--- src/logic/twsw_pkg.sv ---
// Package with constants, register map and types for the two-way winding switch
package twsw_pkg;
    localparam logic [3:0] ADDR_OP_SRC    = 4'h0;
    localparam logic [3:0] ADDR_SPD_SRC   = 4'h1;
    localparam logic [3:0] ADDR_SETTINGS  = 4'h2;
    localparam logic [3:0] ADDR_STATUS    = 4'h3;
    localparam logic [3:0] ADDR_NET_CMD   = 4'h4;
    localparam logic [3:0] ADDR_NET_SPEED = 4'h5;
    localparam logic [3:0] ADDR_ID        = 4'h6;
    localparam logic [0:0] OP_SRC_RST     = 1'h0;
    localparam logic [1:0] SPD_SRC_RST    = 2'h0;
    localparam logic [0:0] OP_SRC_NET     = 1'h0;
    localparam logic [1:0] SPD_SRC_NET    = 2'h0;
    localparam logic [1:0] SPD_SRC_EXT1   = 2'h1;
    localparam logic [1:0] SPD_SRC_EXT2   = 2'h2;
    localparam logic [1:0] SPD_SRC_MAX    = 2'h2;
    localparam logic [7:0] FUNC_TWO_WAY   = 8'h7E;
    localparam logic [7:0] FUNC_GAIN_TUNE = 8'h51;
    localparam int         SET_PID_BIT    = 0;
    localparam int         SET_WIND_BIT   = 1;
    localparam int         NC_TWO_WAY_BIT = 0;
    localparam int         NC_TUNE_BIT    = 1;
    localparam int         NC_FWD_BIT     = 2;
    localparam int         NC_REV_BIT     = 3;
    localparam int         NC_LOW_BIT     = 4;
    localparam int         NC_MID_BIT     = 5;
    localparam int         NC_HIGH_BIT    = 6;
    localparam int         NC_REX_BIT     = 7;
    localparam int         NC_WIDTH       = 8;
    localparam int         SPEED_W        = 16;
    localparam logic [15:0] BLOCK_ID      = 16'h5A3C;
    localparam logic [15:0] SPEED_ZERO    = 16'h0000;
    typedef enum logic [1:0] {
        TWSW_SPD_DANCER   = 2'b00,
        TWSW_SPD_TENSION  = 2'b01,
        TWSW_TRQ_SENSLESS = 2'b10,
        TWSW_TRQ_SENSOR   = 2'b11
    } twsw_mode_t;
    typedef enum logic [1:0] {
        TWSW_ST_NORMAL = 2'b00,
        TWSW_ST_HOLD   = 2'b01,
        TWSW_ST_SWAP   = 2'b10
    } twsw_state_t;
endpackage

--- src/logic/twsw_src_if.sv ---
// Interface carrying selected command sources between source mux and core
`timescale 1ns/10ps
interface twsw_src_if;
    logic       two_way_req;
    logic       tune_cmd;
    logic       fwd_start;
    logic       rev_start;
    logic [2:0] step_speed;
    logic       rex_sel;
    logic       net_speed_ok;
    modport mux  (output two_way_req, tune_cmd, fwd_start, rev_start, step_speed,
                  rex_sel, net_speed_ok);
    modport core (input two_way_req, tune_cmd, fwd_start, rev_start, step_speed,
                  rex_sel, net_speed_ok);
endinterface

--- src/logic/twsw_src_mux.sv ---
// Command source selection between network and external terminals
`timescale 1ns/10ps
module twsw_src_mux (
    input  wire logic                        i_op_src,
    input  wire logic [1:0]                  i_spd_src,
    input  wire logic [twsw_pkg::NC_WIDTH-1:0] i_net_cmd,
    input  wire logic                        i_term_two_way,
    input  wire logic                        i_term_tune,
    input  wire logic                        i_term_fwd,
    input  wire logic                        i_term_rev,
    input  wire logic [2:0]                  i_term_step,
    input  wire logic                        i_term_rex,
    twsw_src_if.mux                          src
);
    wire op_net  = (i_op_src == twsw_pkg::OP_SRC_NET);
    wire spd_ext = (i_spd_src == twsw_pkg::SPD_SRC_EXT1);
    wire [2:0] net_step = {i_net_cmd[twsw_pkg::NC_HIGH_BIT], i_net_cmd[twsw_pkg::NC_MID_BIT],
                           i_net_cmd[twsw_pkg::NC_LOW_BIT]};

    assign src.two_way_req  = op_net ? i_net_cmd[twsw_pkg::NC_TWO_WAY_BIT]
                                     : i_term_two_way;
    assign src.tune_cmd     = op_net ? i_net_cmd[twsw_pkg::NC_TUNE_BIT] : i_term_tune;
    assign src.fwd_start    = op_net ? i_net_cmd[twsw_pkg::NC_FWD_BIT] : i_term_fwd;
    assign src.rev_start    = op_net ? i_net_cmd[twsw_pkg::NC_REV_BIT] : i_term_rev;
    // Step speeds follow the speed source: external only for source 1
    assign src.step_speed   = spd_ext ? i_term_step : net_step;
    assign src.rex_sel      = spd_ext ? i_term_rex : i_net_cmd[twsw_pkg::NC_REX_BIT];
    assign src.net_speed_ok = !spd_ext;
endmodule

--- src/logic/twsw_ramp_zero.sv ---
// Detects the ramped line speed settled at zero
`timescale 1ns/10ps
module twsw_ramp_zero (
    input  wire logic                        i_core_clk,
    input  wire logic                        i_rstn,
    input  wire logic [twsw_pkg::SPEED_W-1:0] i_ramp_speed,
    input  wire logic                        i_ramp_busy,
    output logic                             o_at_zero
);
    logic at_zero_q;
    wire  at_zero_d = (i_ramp_speed == twsw_pkg::SPEED_ZERO) && !i_ramp_busy;

    always_ff @(posedge i_core_clk) begin
        if (!i_rstn) begin
            at_zero_q <= 1'b0;
        end else begin
            at_zero_q <= at_zero_d;
        end
    end
    assign o_at_zero = at_zero_q;
endmodule

--- src/logic/twsw_top.sv ---
// Two-way winding switch with command source selection and register port
//
// Decided for this implementation: the plain strobed port and the register addresses.
`timescale 1ns/10ps
// Function
// - Two-way level selects swapped winding behaviour
// - Speed modes invert PID, winding, direction
// - Torque modes invert only winding selection
// - Works in all four control modes
// - No step in PID output at changeover
// - No further writes needed after changeover
// - Panel shows originally commanded start direction
// - Speed modes switch only at zero ramp
// - Network mode picks per command source
// - Operation source 0 network, 1 terminal
// - Speed source 0 net, 1/2 external; the code takes only 1 as external and handles 2 like net
// - Network line speed ignored for source 1
// - Gain tuning command follows operation source
// - Two-way command follows operation source
module twsw_top (
    input  wire logic                         i_core_clk,
    input  wire logic                         i_rstn,
    input  wire logic [3:0]                   i_reg_addr,
    input  wire logic [31:0]                  i_reg_wdata,
    input  wire logic                         i_reg_wr,
    input  wire logic                         i_reg_rd,
    output logic      [31:0]                  o_reg_rdata,
    input  wire logic [1:0]                   i_ctrl_mode,
    input  wire logic [7:0]                   i_term_func_sel,
    input  wire logic                         i_term_func_in,
    input  wire logic                         i_term_tune,
    input  wire logic                         i_forward_start_input,
    input  wire logic                         i_reverse_start_input,
    input  wire logic [2:0]                   i_term_step,
    input  wire logic                         i_term_rex,
    input  wire logic [twsw_pkg::SPEED_W-1:0] i_net_line_speed,
    input  wire logic [twsw_pkg::SPEED_W-1:0] i_ramp_speed,
    input  wire logic                         i_ramp_busy,
    input  wire logic [twsw_pkg::SPEED_W-1:0] i_pid_mv,
    output logic                              o_pid_sense,
    output logic                              o_wind_sel,
    output logic                              o_run_fwd,
    output logic                              o_run_rev,
    output logic                              o_panel_fwd,
    output logic                              o_panel_rev,
    output logic                              o_swapped,
    output logic      [twsw_pkg::SPEED_W-1:0] o_pid_mv,
    output logic      [twsw_pkg::SPEED_W-1:0] o_line_speed_cmd,
    output logic                              o_tune_cmd,
    output logic      [2:0]                   o_step_speed,
    output logic                              o_rex_sel
);
    logic                        op_src_q;
    logic [1:0]                  spd_src_q;
    logic [1:0]                  settings_q;
    logic [twsw_pkg::NC_WIDTH-1:0] net_cmd_q;
    logic [twsw_pkg::SPEED_W-1:0] net_speed_q;
    logic [31:0]                 rdata_q;
    logic                        req_s1_q;
    logic                        req_s2_q;
    logic                        swap_q;
    twsw_pkg::twsw_state_t       state_q;
    twsw_pkg::twsw_state_t       state_d;
    logic                        pid_sense_q;
    logic                        wind_sel_q;
    logic                        run_fwd_q;
    logic                        run_rev_q;
    logic                        panel_fwd_q;
    logic                        panel_rev_q;
    logic [twsw_pkg::SPEED_W-1:0] pid_mv_q;
    logic [twsw_pkg::SPEED_W-1:0] line_speed_q;
    logic                        tune_q;
    logic [2:0]                  step_q;
    logic                        rex_q;
    logic                        at_zero;

    twsw_src_if src ();

    // The assigned terminal only carries the two-way function when coded for it
    wire term_two_way = (i_term_func_sel == twsw_pkg::FUNC_TWO_WAY) && i_term_func_in;

    twsw_src_mux u_mux (
        .i_op_src       (op_src_q),
        .i_spd_src      (spd_src_q),
        .i_net_cmd      (net_cmd_q),
        .i_term_two_way (term_two_way),
        .i_term_tune    (i_term_tune),
        .i_term_fwd     (i_forward_start_input),
        .i_term_rev     (i_reverse_start_input),
        .i_term_step    (i_term_step),
        .i_term_rex     (i_term_rex),
        .src            (src)
    );

    twsw_ramp_zero u_zero (
        .i_core_clk   (i_core_clk),
        .i_rstn       (i_rstn),
        .i_ramp_speed (i_ramp_speed),
        .i_ramp_busy  (i_ramp_busy),
        .o_at_zero    (at_zero)
    );

    // Register decode
    wire wr_op    = i_reg_wr && (i_reg_addr == twsw_pkg::ADDR_OP_SRC);
    wire wr_spd   = i_reg_wr && (i_reg_addr == twsw_pkg::ADDR_SPD_SRC);
    wire wr_set   = i_reg_wr && (i_reg_addr == twsw_pkg::ADDR_SETTINGS);
    wire wr_cmd   = i_reg_wr && (i_reg_addr == twsw_pkg::ADDR_NET_CMD);
    wire wr_speed = i_reg_wr && (i_reg_addr == twsw_pkg::ADDR_NET_SPEED);
    // Out-of-range speed source values are dropped so the selector stays legal
    wire spd_ok   = (i_reg_wdata[1:0] <= twsw_pkg::SPD_SRC_MAX);
    wire [31:0] status_word = {24'h000000, 3'h0, at_zero, state_q, 1'b0, swap_q};

    // One-hot address match; an unmapped index matches nothing and reads as zero
    wire sel_op     = (i_reg_addr == twsw_pkg::ADDR_OP_SRC);
    wire sel_spd    = (i_reg_addr == twsw_pkg::ADDR_SPD_SRC);
    wire sel_set    = (i_reg_addr == twsw_pkg::ADDR_SETTINGS);
    wire sel_status = (i_reg_addr == twsw_pkg::ADDR_STATUS);
    wire sel_cmd    = (i_reg_addr == twsw_pkg::ADDR_NET_CMD);
    wire sel_speed  = (i_reg_addr == twsw_pkg::ADDR_NET_SPEED);
    wire sel_id     = (i_reg_addr == twsw_pkg::ADDR_ID);

    wire [31:0] rd_op    = {31'h0, op_src_q};
    wire [31:0] rd_spd   = {30'h0, spd_src_q};
    wire [31:0] rd_set   = {30'h0, settings_q};
    wire [31:0] rd_cmd   = {24'h0, net_cmd_q};
    wire [31:0] rd_speed = {16'h0, net_speed_q};
    wire [31:0] rd_id    = {16'h0, twsw_pkg::BLOCK_ID};

    wire [31:0] rdata_d  = ({32{sel_op}} & rd_op) | ({32{sel_spd}} & rd_spd) |
                           ({32{sel_set}} & rd_set) | ({32{sel_status}} & status_word) |
                           ({32{sel_cmd}} & rd_cmd) | ({32{sel_speed}} & rd_speed) |
                           ({32{sel_id}} & rd_id);

    always_ff @(posedge i_core_clk) begin
        if (!i_rstn) begin
            op_src_q    <= twsw_pkg::OP_SRC_RST;
            spd_src_q   <= twsw_pkg::SPD_SRC_RST;
            settings_q  <= 2'h0;
            net_cmd_q   <= 8'h00;
            net_speed_q <= 16'h0000;
        end else begin
            if (wr_op) op_src_q <= i_reg_wdata[0];
            if (wr_spd && spd_ok) spd_src_q <= i_reg_wdata[1:0];
            if (wr_set) settings_q <= i_reg_wdata[1:0];
            if (wr_cmd) net_cmd_q <= i_reg_wdata[7:0];
            if (wr_speed) net_speed_q <= i_reg_wdata[15:0];
        end
    end

    // Read data stands only in the cycle after the strobe, zero otherwise
    always_ff @(posedge i_core_clk) begin
        if (!i_rstn) begin
            rdata_q <= 32'h00000000;
        end else begin
            rdata_q <= i_reg_rd ? rdata_d : 32'h00000000;
        end
    end

    // Two-way request synchroniser; only the second stage is looked at
    always_ff @(posedge i_core_clk) begin
        if (!i_rstn) begin
            req_s1_q <= 1'b0;
            req_s2_q <= 1'b0;
        end else begin
            req_s1_q <= src.two_way_req;
            req_s2_q <= req_s1_q;
        end
    end

    wire mode_dancer  = (i_ctrl_mode == twsw_pkg::TWSW_SPD_DANCER);
    wire mode_tension = (i_ctrl_mode == twsw_pkg::TWSW_SPD_TENSION);
    wire speed_mode   = mode_dancer || mode_tension;
    // Speed modes wait for a stopped ramp; torque modes switch at once
    wire change_ok  = !speed_mode || at_zero;
    wire change_req = (req_s2_q != swap_q);

    always_comb begin
        state_d = state_q;
        case (state_q)
            twsw_pkg::TWSW_ST_NORMAL: begin
                if (change_req && !change_ok) state_d = twsw_pkg::TWSW_ST_HOLD;
                else if (change_req) state_d = twsw_pkg::TWSW_ST_SWAP;
            end
            twsw_pkg::TWSW_ST_HOLD: begin
                if (!change_req) state_d = twsw_pkg::TWSW_ST_NORMAL;
                else if (change_ok) state_d = twsw_pkg::TWSW_ST_SWAP;
            end
            twsw_pkg::TWSW_ST_SWAP: state_d = twsw_pkg::TWSW_ST_NORMAL;
            default:                state_d = twsw_pkg::TWSW_ST_NORMAL;
        endcase
    end
    wire take = change_req && change_ok;

    // Changeover progress, readable in the status word
    always_ff @(posedge i_core_clk) begin
        if (!i_rstn) begin
            state_q <= twsw_pkg::TWSW_ST_NORMAL;
        end else begin
            state_q <= state_d;
        end
    end

    // Accepted two-way state; starts off so the configured behaviour applies
    always_ff @(posedge i_core_clk) begin
        if (!i_rstn) begin
            swap_q <= 1'b0;
        end else if (take) begin
            swap_q <= req_s2_q;
        end
    end

    // Effective settings derived live from the stored ones, so nothing is rewritten
    wire inv_speed = swap_q && speed_mode;
    wire pid_d     = settings_q[twsw_pkg::SET_PID_BIT] ^ inv_speed;
    wire wind_d    = settings_q[twsw_pkg::SET_WIND_BIT] ^ swap_q;
    wire fwd_d     = inv_speed ? src.rev_start : src.fwd_start;
    wire rev_d     = inv_speed ? src.fwd_start : src.rev_start;
    // PID output is passed through untouched so the sense flip adds no step
    wire [15:0] speed_d = src.net_speed_ok ? net_speed_q : 16'h0000;

    // Settings view: stored values flipped by the accepted two-way state, PID sense in speed modes only
    always_ff @(posedge i_core_clk) begin
        if (!i_rstn) begin
            pid_sense_q <= 1'b0;
            wind_sel_q  <= 1'b0;
        end else begin
            pid_sense_q <= pid_d;
            wind_sel_q  <= wind_d;
        end
    end

    // Rotation actually commanded to the motor
    always_ff @(posedge i_core_clk) begin
        if (!i_rstn) begin
            run_fwd_q <= 1'b0;
            run_rev_q <= 1'b0;
        end else begin
            run_fwd_q <= fwd_d;
            run_rev_q <= rev_d;
        end
    end

    // Panel keeps showing the start the operator gave, whatever the swap
    always_ff @(posedge i_core_clk) begin
        if (!i_rstn) begin
            panel_fwd_q <= 1'b0;
            panel_rev_q <= 1'b0;
        end else begin
            panel_fwd_q <= src.fwd_start;
            panel_rev_q <= src.rev_start;
        end
    end

    always_ff @(posedge i_core_clk) begin
        if (!i_rstn) begin
            pid_mv_q <= 16'h0000;
        end else begin
            pid_mv_q <= i_pid_mv;
        end
    end

    // Line speed from the register only while the speed source allows it
    always_ff @(posedge i_core_clk) begin
        if (!i_rstn) begin
            line_speed_q <= 16'h0000;
        end else begin
            line_speed_q <= speed_d;
        end
    end

    // Commands picked by the source selectors
    always_ff @(posedge i_core_clk) begin
        if (!i_rstn) begin
            tune_q <= 1'b0;
        end else begin
            tune_q <= src.tune_cmd;
        end
    end

    always_ff @(posedge i_core_clk) begin
        if (!i_rstn) begin
            step_q <= 3'h0;
            rex_q  <= 1'b0;
        end else begin
            step_q <= src.step_speed;
            rex_q  <= src.rex_sel;
        end
    end

    assign o_reg_rdata      = rdata_q;
    assign o_pid_sense      = pid_sense_q;
    assign o_wind_sel       = wind_sel_q;
    assign o_run_fwd        = run_fwd_q;
    assign o_run_rev        = run_rev_q;
    assign o_panel_fwd      = panel_fwd_q;
    assign o_panel_rev      = panel_rev_q;
    assign o_swapped        = swap_q;
    assign o_pid_mv         = pid_mv_q;
    assign o_line_speed_cmd = line_speed_q;
    assign o_tune_cmd       = tune_q;
    assign o_step_speed     = step_q;
    assign o_rex_sel        = rex_q;
endmodule

--- config.mk ---
export PLATFORM = sky130hd
export DESIGN_NAME = twsw_top
export DESIGN_NICKNAME = d
export VERILOG_FILES = /design/src/logic/twsw_pkg.sv /design/src/logic/twsw_src_if.sv /design/src/logic/twsw_src_mux.sv /design/src/logic/twsw_ramp_zero.sv /design/src/logic/twsw_top.sv
export SDC_FILE = /design/constraint.sdc
export NUM_CORES = 1
export LEC_CHECK = 0
export BUFFER_PORTS_ARGS = -buffer_cell sky130_fd_sc_hd__buf_4
export CAP_MARGIN = 10
export CELL_PAD_IN_SITES_DETAIL_PLACEMENT = 1
export CELL_PAD_IN_SITES_GLOBAL_PLACEMENT = 2
export CORE_MARGIN = 2
export CORE_UTILIZATION = 22
export DETAILED_ROUTE_END_ITERATION = 10
export MAX_ROUTING_LAYER = met4
export PLACE_DENSITY = 0.85
export SLEW_MARGIN = 25
export SYNTH_ARGS = -nofsm -noshare
export SYNTH_HDL_FRONTEND = slang
export SYNTH_SLANG_ARGS = --single-unit
--- constraint.sdc ---
create_clock -name i_core_clk -period 1.2 [get_ports i_core_clk]
set_input_delay 0.06 -clock i_core_clk [delete_from_list [all_inputs] [get_ports i_core_clk]]
set_output_delay 0.06 -clock i_core_clk [all_outputs]
set_load 0.01 [all_outputs]
Word level (Yosys, flattened, before mapping)
Cells that the tools add are included.
W data, S select, Z words.
{ "word_totals": {"regBits": 110, "in_bits": 107, "out_inout_bits": 76, "elab_cells": 87} }
{ "classes": {"order_cmp": 1, "eq_ne": 13, "mux": 13, "bitwise": 15, "n_reduce_logical": 23} }
{ "op_table": {"columns": ["operator", "count"], "rows": [
  ["$or A32 B32 Y32", 5],
  ["$and A32 B2 Y32", 2],
  ["$and A32 B1 Y32", 1],
  ["$and A32 B16 Y32", 1],
  ["$and A32 B5 Y32", 1],
  ["$and A32 B8 Y32", 1],
  ["$or A32 B15 Y32", 1],
  ["$logic_not A16 Y1", 1],
  ["$eq A4 B3 Y1 const B", 3],
  ["$logic_and A1 B1 Y1", 11],
  ["$eq A4 B2 Y1 const B", 2],
  ["$eq A8 B7 Y1 const B", 1],
  ["$mux W2", 4],
  ["$mux W1", 7],
  ["$eq A2 B1 Y1 const B", 3],
  ["$ne A3 B3 Y1 const B", 2],
  ["$eq A4 B1 Y1 const B", 1],
  ["$logic_not A2 Y1", 2],
  ["$logic_not A4 Y1", 1],
  ["$pmux W2 S2", 1],
  ["$reduce_and A2 Y1", 2],
  ["$logic_not A1 Y1", 3],
  ["$mux W3", 1],
  ["$le A2 B2 Y1 const B", 1],
  ["5 further kinds", 7]
]} }

Depth between registers and ports, before layout
{ "logic_depth": {"depth_word": 8, "depth_mapped": 5, "ltp_nobuf": 3} }

Cells and area by module
From an unflattened synthesis, not the netlist that was laid out.
{ "hier_totals": {"cells_unflattened": 363, "area_unflattened_um2": 3538.4} }
{ "modules_own_cells": {"columns": ["mod", "instances", "cells_each", "area_each_um2", "seq_area_each_um2"], "rows": [
  ["twsw_top", 1, 345, 3363.2, 1861.8],
  ["twsw_src_mux", 1, 10, 107.6, 0.0],
  ["twsw_ramp_zero", 1, 8, 67.6, 20.0]
]} }

Worst setup path before layout
OpenSTA, ideal clock, no wires.
{ "synth_path": {"path_type": "reg-to-reg", "from": "register op_src_q", "to": "register rdata_q[0], in the netlist o_reg_rdata[0]", "setup_ns": 0.070, "arrival_time_ns": 1.111, "setup_slack_ns": 0.019, "stages_incl_launch_ff": 5, "path_buffers": 1, "synth_period_minus_slack_ns": 1.181, "cell_sequence": "dfxtp_1 -> clkbuf_1 -> mux2i_1 -> or4_1 -> a21oi_1"} }
{ "synth_via": {"elab_chain_len": 7} }
{ "synth_lines": {"columns": ["element", "line_no", "rtl"], "rows": [
  ["start, declared", "twsw_top.sv:53", "logic op_src_q;"],
  ["start signal, assigned", "twsw_top.sv:136", "op_src_q <= twsw_pkg::OP_SRC_RST;"],
  ["start signal, assigned", "twsw_top.sv:142", "if (wr_op) op_src_q <= i_reg_wdata[0];"],
  ["$and A32 B1 Y32", "twsw_top.sv:129", "wire [31:0] rdata_d = ({32{sel_op}} & rd_op) | ({32{sel_spd}} & rd_spd) |"],
  ["$or A32 B32 Y32 (2 in series)", "twsw_top.sv:129", null],
  ["$or A32 B32 Y32 (2 in series)", "twsw_top.sv:130", "({32{sel_set}} & rd_set) | ({32{sel_status}} & status_word) |"],
  ["$or A32 B32 Y32", "twsw_top.sv:131", "({32{sel_cmd}} & rd_cmd) | ({32{sel_speed}} & rd_speed) |"],
  ["$or A32 B15 Y32", "twsw_top.sv:131", null],
  ["end signal, assigned", "twsw_top.sv:155", "rdata_q <= i_reg_rd ? rdata_d : 32'h00000000;"],
  ["end, declared", "twsw_top.sv:58", "logic [31:0] rdata_q;"]
]} }
Every way passes these cells.
A chain may end at the register's enable or synchronous reset.

Worst setup path after layout
{ "layout_path": {"from": "register spd_src_q[0]", "to": "register rdata_q[0], in the netlist o_reg_rdata[0]"} }
{ "layout_via": {"elab_chain_len": 7} }
{ "layout_lines": {"columns": ["element", "line_no", "rtl"], "rows": [
  ["start, declared", "twsw_top.sv:54", "logic [1:0] spd_src_q;"],
  ["start signal, assigned", "twsw_top.sv:137", "spd_src_q <= twsw_pkg::SPD_SRC_RST;"],
  ["start signal, assigned", "twsw_top.sv:143", "if (wr_spd && spd_ok) spd_src_q <= i_reg_wdata[1:0];"],
  ["$and A32 B2 Y32", "twsw_top.sv:129", null],
  ["$or A32 B32 Y32 (2 in series)", "twsw_top.sv:129", null],
  ["$or A32 B32 Y32 (2 in series)", "twsw_top.sv:130", null],
  ["$or A32 B32 Y32", "twsw_top.sv:131", null],
  ["$or A32 B15 Y32", "twsw_top.sv:131", null]
]} }
Every way passes these cells.

==> metrics.csv <==
metric;value;unit
Post-synth ARST share;0;%
clk slew on worst S/H paths;0.07;ns
GP Congestion;0.859;
Finished Core Util;35.5;%
CTS HTree Levels;3;
Leak;2.34;nW
Post-Place Worst Slack;-0.258;ns
Post-synth EDFFs;0;
sequential share of the synthesized area;53.7;%
vias per inst;4.34;
Reg2Reg Setup Slack;0.03;ns
top-count cell post-synth;dfxtp_1;
nets;655;
WL final;11.8;mm
Die ar.;17000;um2
Worst Hold Path EP;u_zero.o_at_zero;
largest net degree at the start of global routing;33;
type of the worst min-delay path;in -> reg;
Cell Chain, Critical Path;buf_6 > mux2i_1 > or4_4 > a21oi_4;
vias in the first global route;3403;
num rows;46;
total global-route track usage;13.8;%
Worst slew margin;66.2;%
crit path max fanout;2;
DRT iter0 DRCs;135;
final hold vios;0;
Final Cycle Share;97.5;%
Mapped Avg Cell Area;9.65;um2
Pwr Density;1220;nW/um2
clock buffers created by TritonCTS;9;
root buffer cell;clkbuf_16;
Peak VDD IR;0.812;mV
Crit. End Element;flop;
area of the multi-input gates;1460;um2
vias post-DR;3336;
crit path DAT;1.43;ns
crit path launch type;flop;
GRT overflow;0;
Yosys Warn Count;0;
FMAX;855;MHz
Filler cells;1813;
Worst path max stage delay;0.44;ns
post-synthesis cell area;3500;um2
reg2reg start;spd_src_q[0];
fin crit period;1.17;ns
max-cap violation count;0;
synth top area cells;dfxtp_1, and2_1, a21oi_1;
Yosys reg bits;94;
Top-Level Pins;183;
CTS max path bufs;2;
post-synth top area share;53.7;%
Sink Count;94;
max-slew violation count;0;
dpl hpwl;8.56;mm
Worst Tran Pin Value;0.506;ns
CTS tree;built;
Worst Reg2Reg Path Length in Cells;4;
Seq. cell area;1880;um2
status;finished clean;
FF-to-FF End;o_reg_rdata[0];
synth unique cells;48;
hold depth;4;
Chip Height;130;um
cell taking the most area after synthesis;dfxtp_1;
RSZ-0062 raised after global routing;yes;
WHS;0.00642;ns
Die X;130;um
Gate Count Post-Synth;363;
Final setup viols;0;
port bufs;133;
WS Path Type;reg -> reg;
core area;15700;um2
n_diodes;0;
Initial Utilization;22.3;%
fraction of layout cells with a size suffix above 1;35.3;%
area delta synth->final;59.3;%
global-route wire length before repair;17.5;mm
clock skew;0.00842;ns
DRC;0;
hold path start;i_ramp_speed[2];
Slowest-stage cell, CP;or4_4;
Worst-Skew Late Latency;0.34;ns
initial antenna violation count;0;
Crit path required time;1.47;ns
drt wl/cell;15.3;um
Final WS setup;0.0305;ns
ANT nets after route;0;
TritonRoute pass-1 iters;4;
most instantiated cells after synthesis;dfxtp_1, a21oi_1, and2_1;
Post-synth top flop;dfxtp_1;
critical path, delay by kind of cell (launching register included):
family                 cells  cell delay (ns)
muxes                      1             0.06
AOI/OAI and AO/OA          1             0.18
and+or+nand+nor            1             0.44
DFF                        1             0.34
buffers and inverters      1             0.09
area by class of cell:
| type | instances | area share, % |
|---|---|---|
| inverters | 4 | 0.269 |
| flip-flops and latches | 94 | 33.7 |
| clock inverters | 6 | 1.23 |
| multi-input cells | 238 | 26.1 |
| well taps | 216 | 4.84 |
| repair buffers | 201 | 29.6 |
| clock buffers | 10 | 4.28 |
cell usage in the layout, fill, tap and decap left out, drive strengths merged, types with 3 or more instances in the layout:
master,Yosys,final
a21oi,38,38
a32oi,4,4
and2,37,37
and3b,3,3
buf,27,161
clkbuf,15,10
conb,1,16
dfxtp,94,94
dlygate4sd3,0,40
inv,4,6
mux2i,11,11
nand2,3,3
nand3,28,28
nor2,23,23
nor2b,6,6
nor3b,3,3
o21ai,28,28
o22ai,3,3
xnor2,3,3
repair_timing:
| item | CTS | global route |
|---|---|---|
| resized for setup | 2 | 10 |
| buffers inserted | 0 | 0 |
| endpoints found under the setup margin | 17 | 23 |
| endpoints found under the hold margin | 38 | 1 |
| pin swaps | 0 | 1 |
| hold buffers | 39 | 1 |
report_power, final:
part	internal (mW)	leakage (nW)	switching, mW
Combinational	0.404	1.43	0.323
Clock	1.69	0.149	1.22
Sequential	3.17	0.763	0.0222
Total	5.26	2.34	1.57
through the flow:
step           area, um2  TNS [ns]  power, mW  cells
2_1_floorplan       3560         0       3.54    378
3_3_place_gp        4830     -3.98       3.85    713
3_5_place_dp        4830     -5.06       3.87    713
4_1_cts             5540  -0.00268       6.91    768
5_1_grt             5580   -0.0123       7.12    769
6_report            5580         0       6.83    769
registers in the layout, summed over array words and instances (netlist names):
| register | flops |
|---|---|
| o_run_rev | 1 |
| net_cmd_q | 8 |
| u_zero.o_at_zero | 1 |
| o_run_fwd | 1 |
| o_panel_fwd | 1 |
| o_step_speed | 3 |
| o_panel_rev | 1 |
| o_wind_sel | 1 |
| req_s2_q | 1 |
| o_reg_rdata | 16 |
| net_speed_q | 16 |
| o_rex_sel | 1 |
| o_pid_sense | 1 |
| o_pid_mv | 16 |
| state_q | 2 |
| spd_src_q | 2 |
| o_tune_cmd | 1 |
| settings_q | 2 |
| op_src_q | 1 |
| req_s1_q | 1 |
| o_swapped | 1 |
| o_line_speed_cmd | 16 |
worst max path at each step:
stage / cells past startpoint / slack, ns / end / from
3_3_place_gp: 3 / -0.19 / o_line_speed_cmd[9] / spd_src_q[0]
4_1_cts: 3 / -0.003 / o_line_speed_cmd[0] / spd_src_q[0]
5_1_grt: 4 / -0.01 / o_reg_rdata[0] / spd_src_q[0]
6_report: 4 / 0.03 / o_reg_rdata[0] / spd_src_q[0]
3_5_place_dp: 3 / -0.26 / o_line_speed_cmd[0] / spd_src_q[0]
2_1_floorplan: 4 / 0.02 / o_reg_rdata[0] / op_src_q
cell families (layout without fill, tap and decap cells):
family                    after synthesis  count (layout)  synth area share [%]
AOI/OAI and AO/OA                      81              81                  12.6
xor gates and xnor gates                3               3                 0.750
buffers and inverters                  46             221                  7.46
DFF                                    94              94                  53.7
muxes                                  13              13                  3.78
other                                   1              16                 0.107
and+or+nand+nor                       125             125                  21.6
per-layer routing:
| layer | vias to the layer above | routed length, um | part of all wire (%) | global-route usage (%) |
|---|---|---|---|---|
| met5 | - | 0 | 0 | - |
| li1 | 1599 | - | - | - |
| met3 | 25 | 603 | 5.1 | 2.99 |
| met2 | 97 | 6160 | 52 | 24.5 |
| met1 | 1615 | 4660 | 40 | 14.8 |
| met4 | 0 | 335 | 2.8 | 5.95 |
No activity file was read; power rests on OpenSTA's default activity.
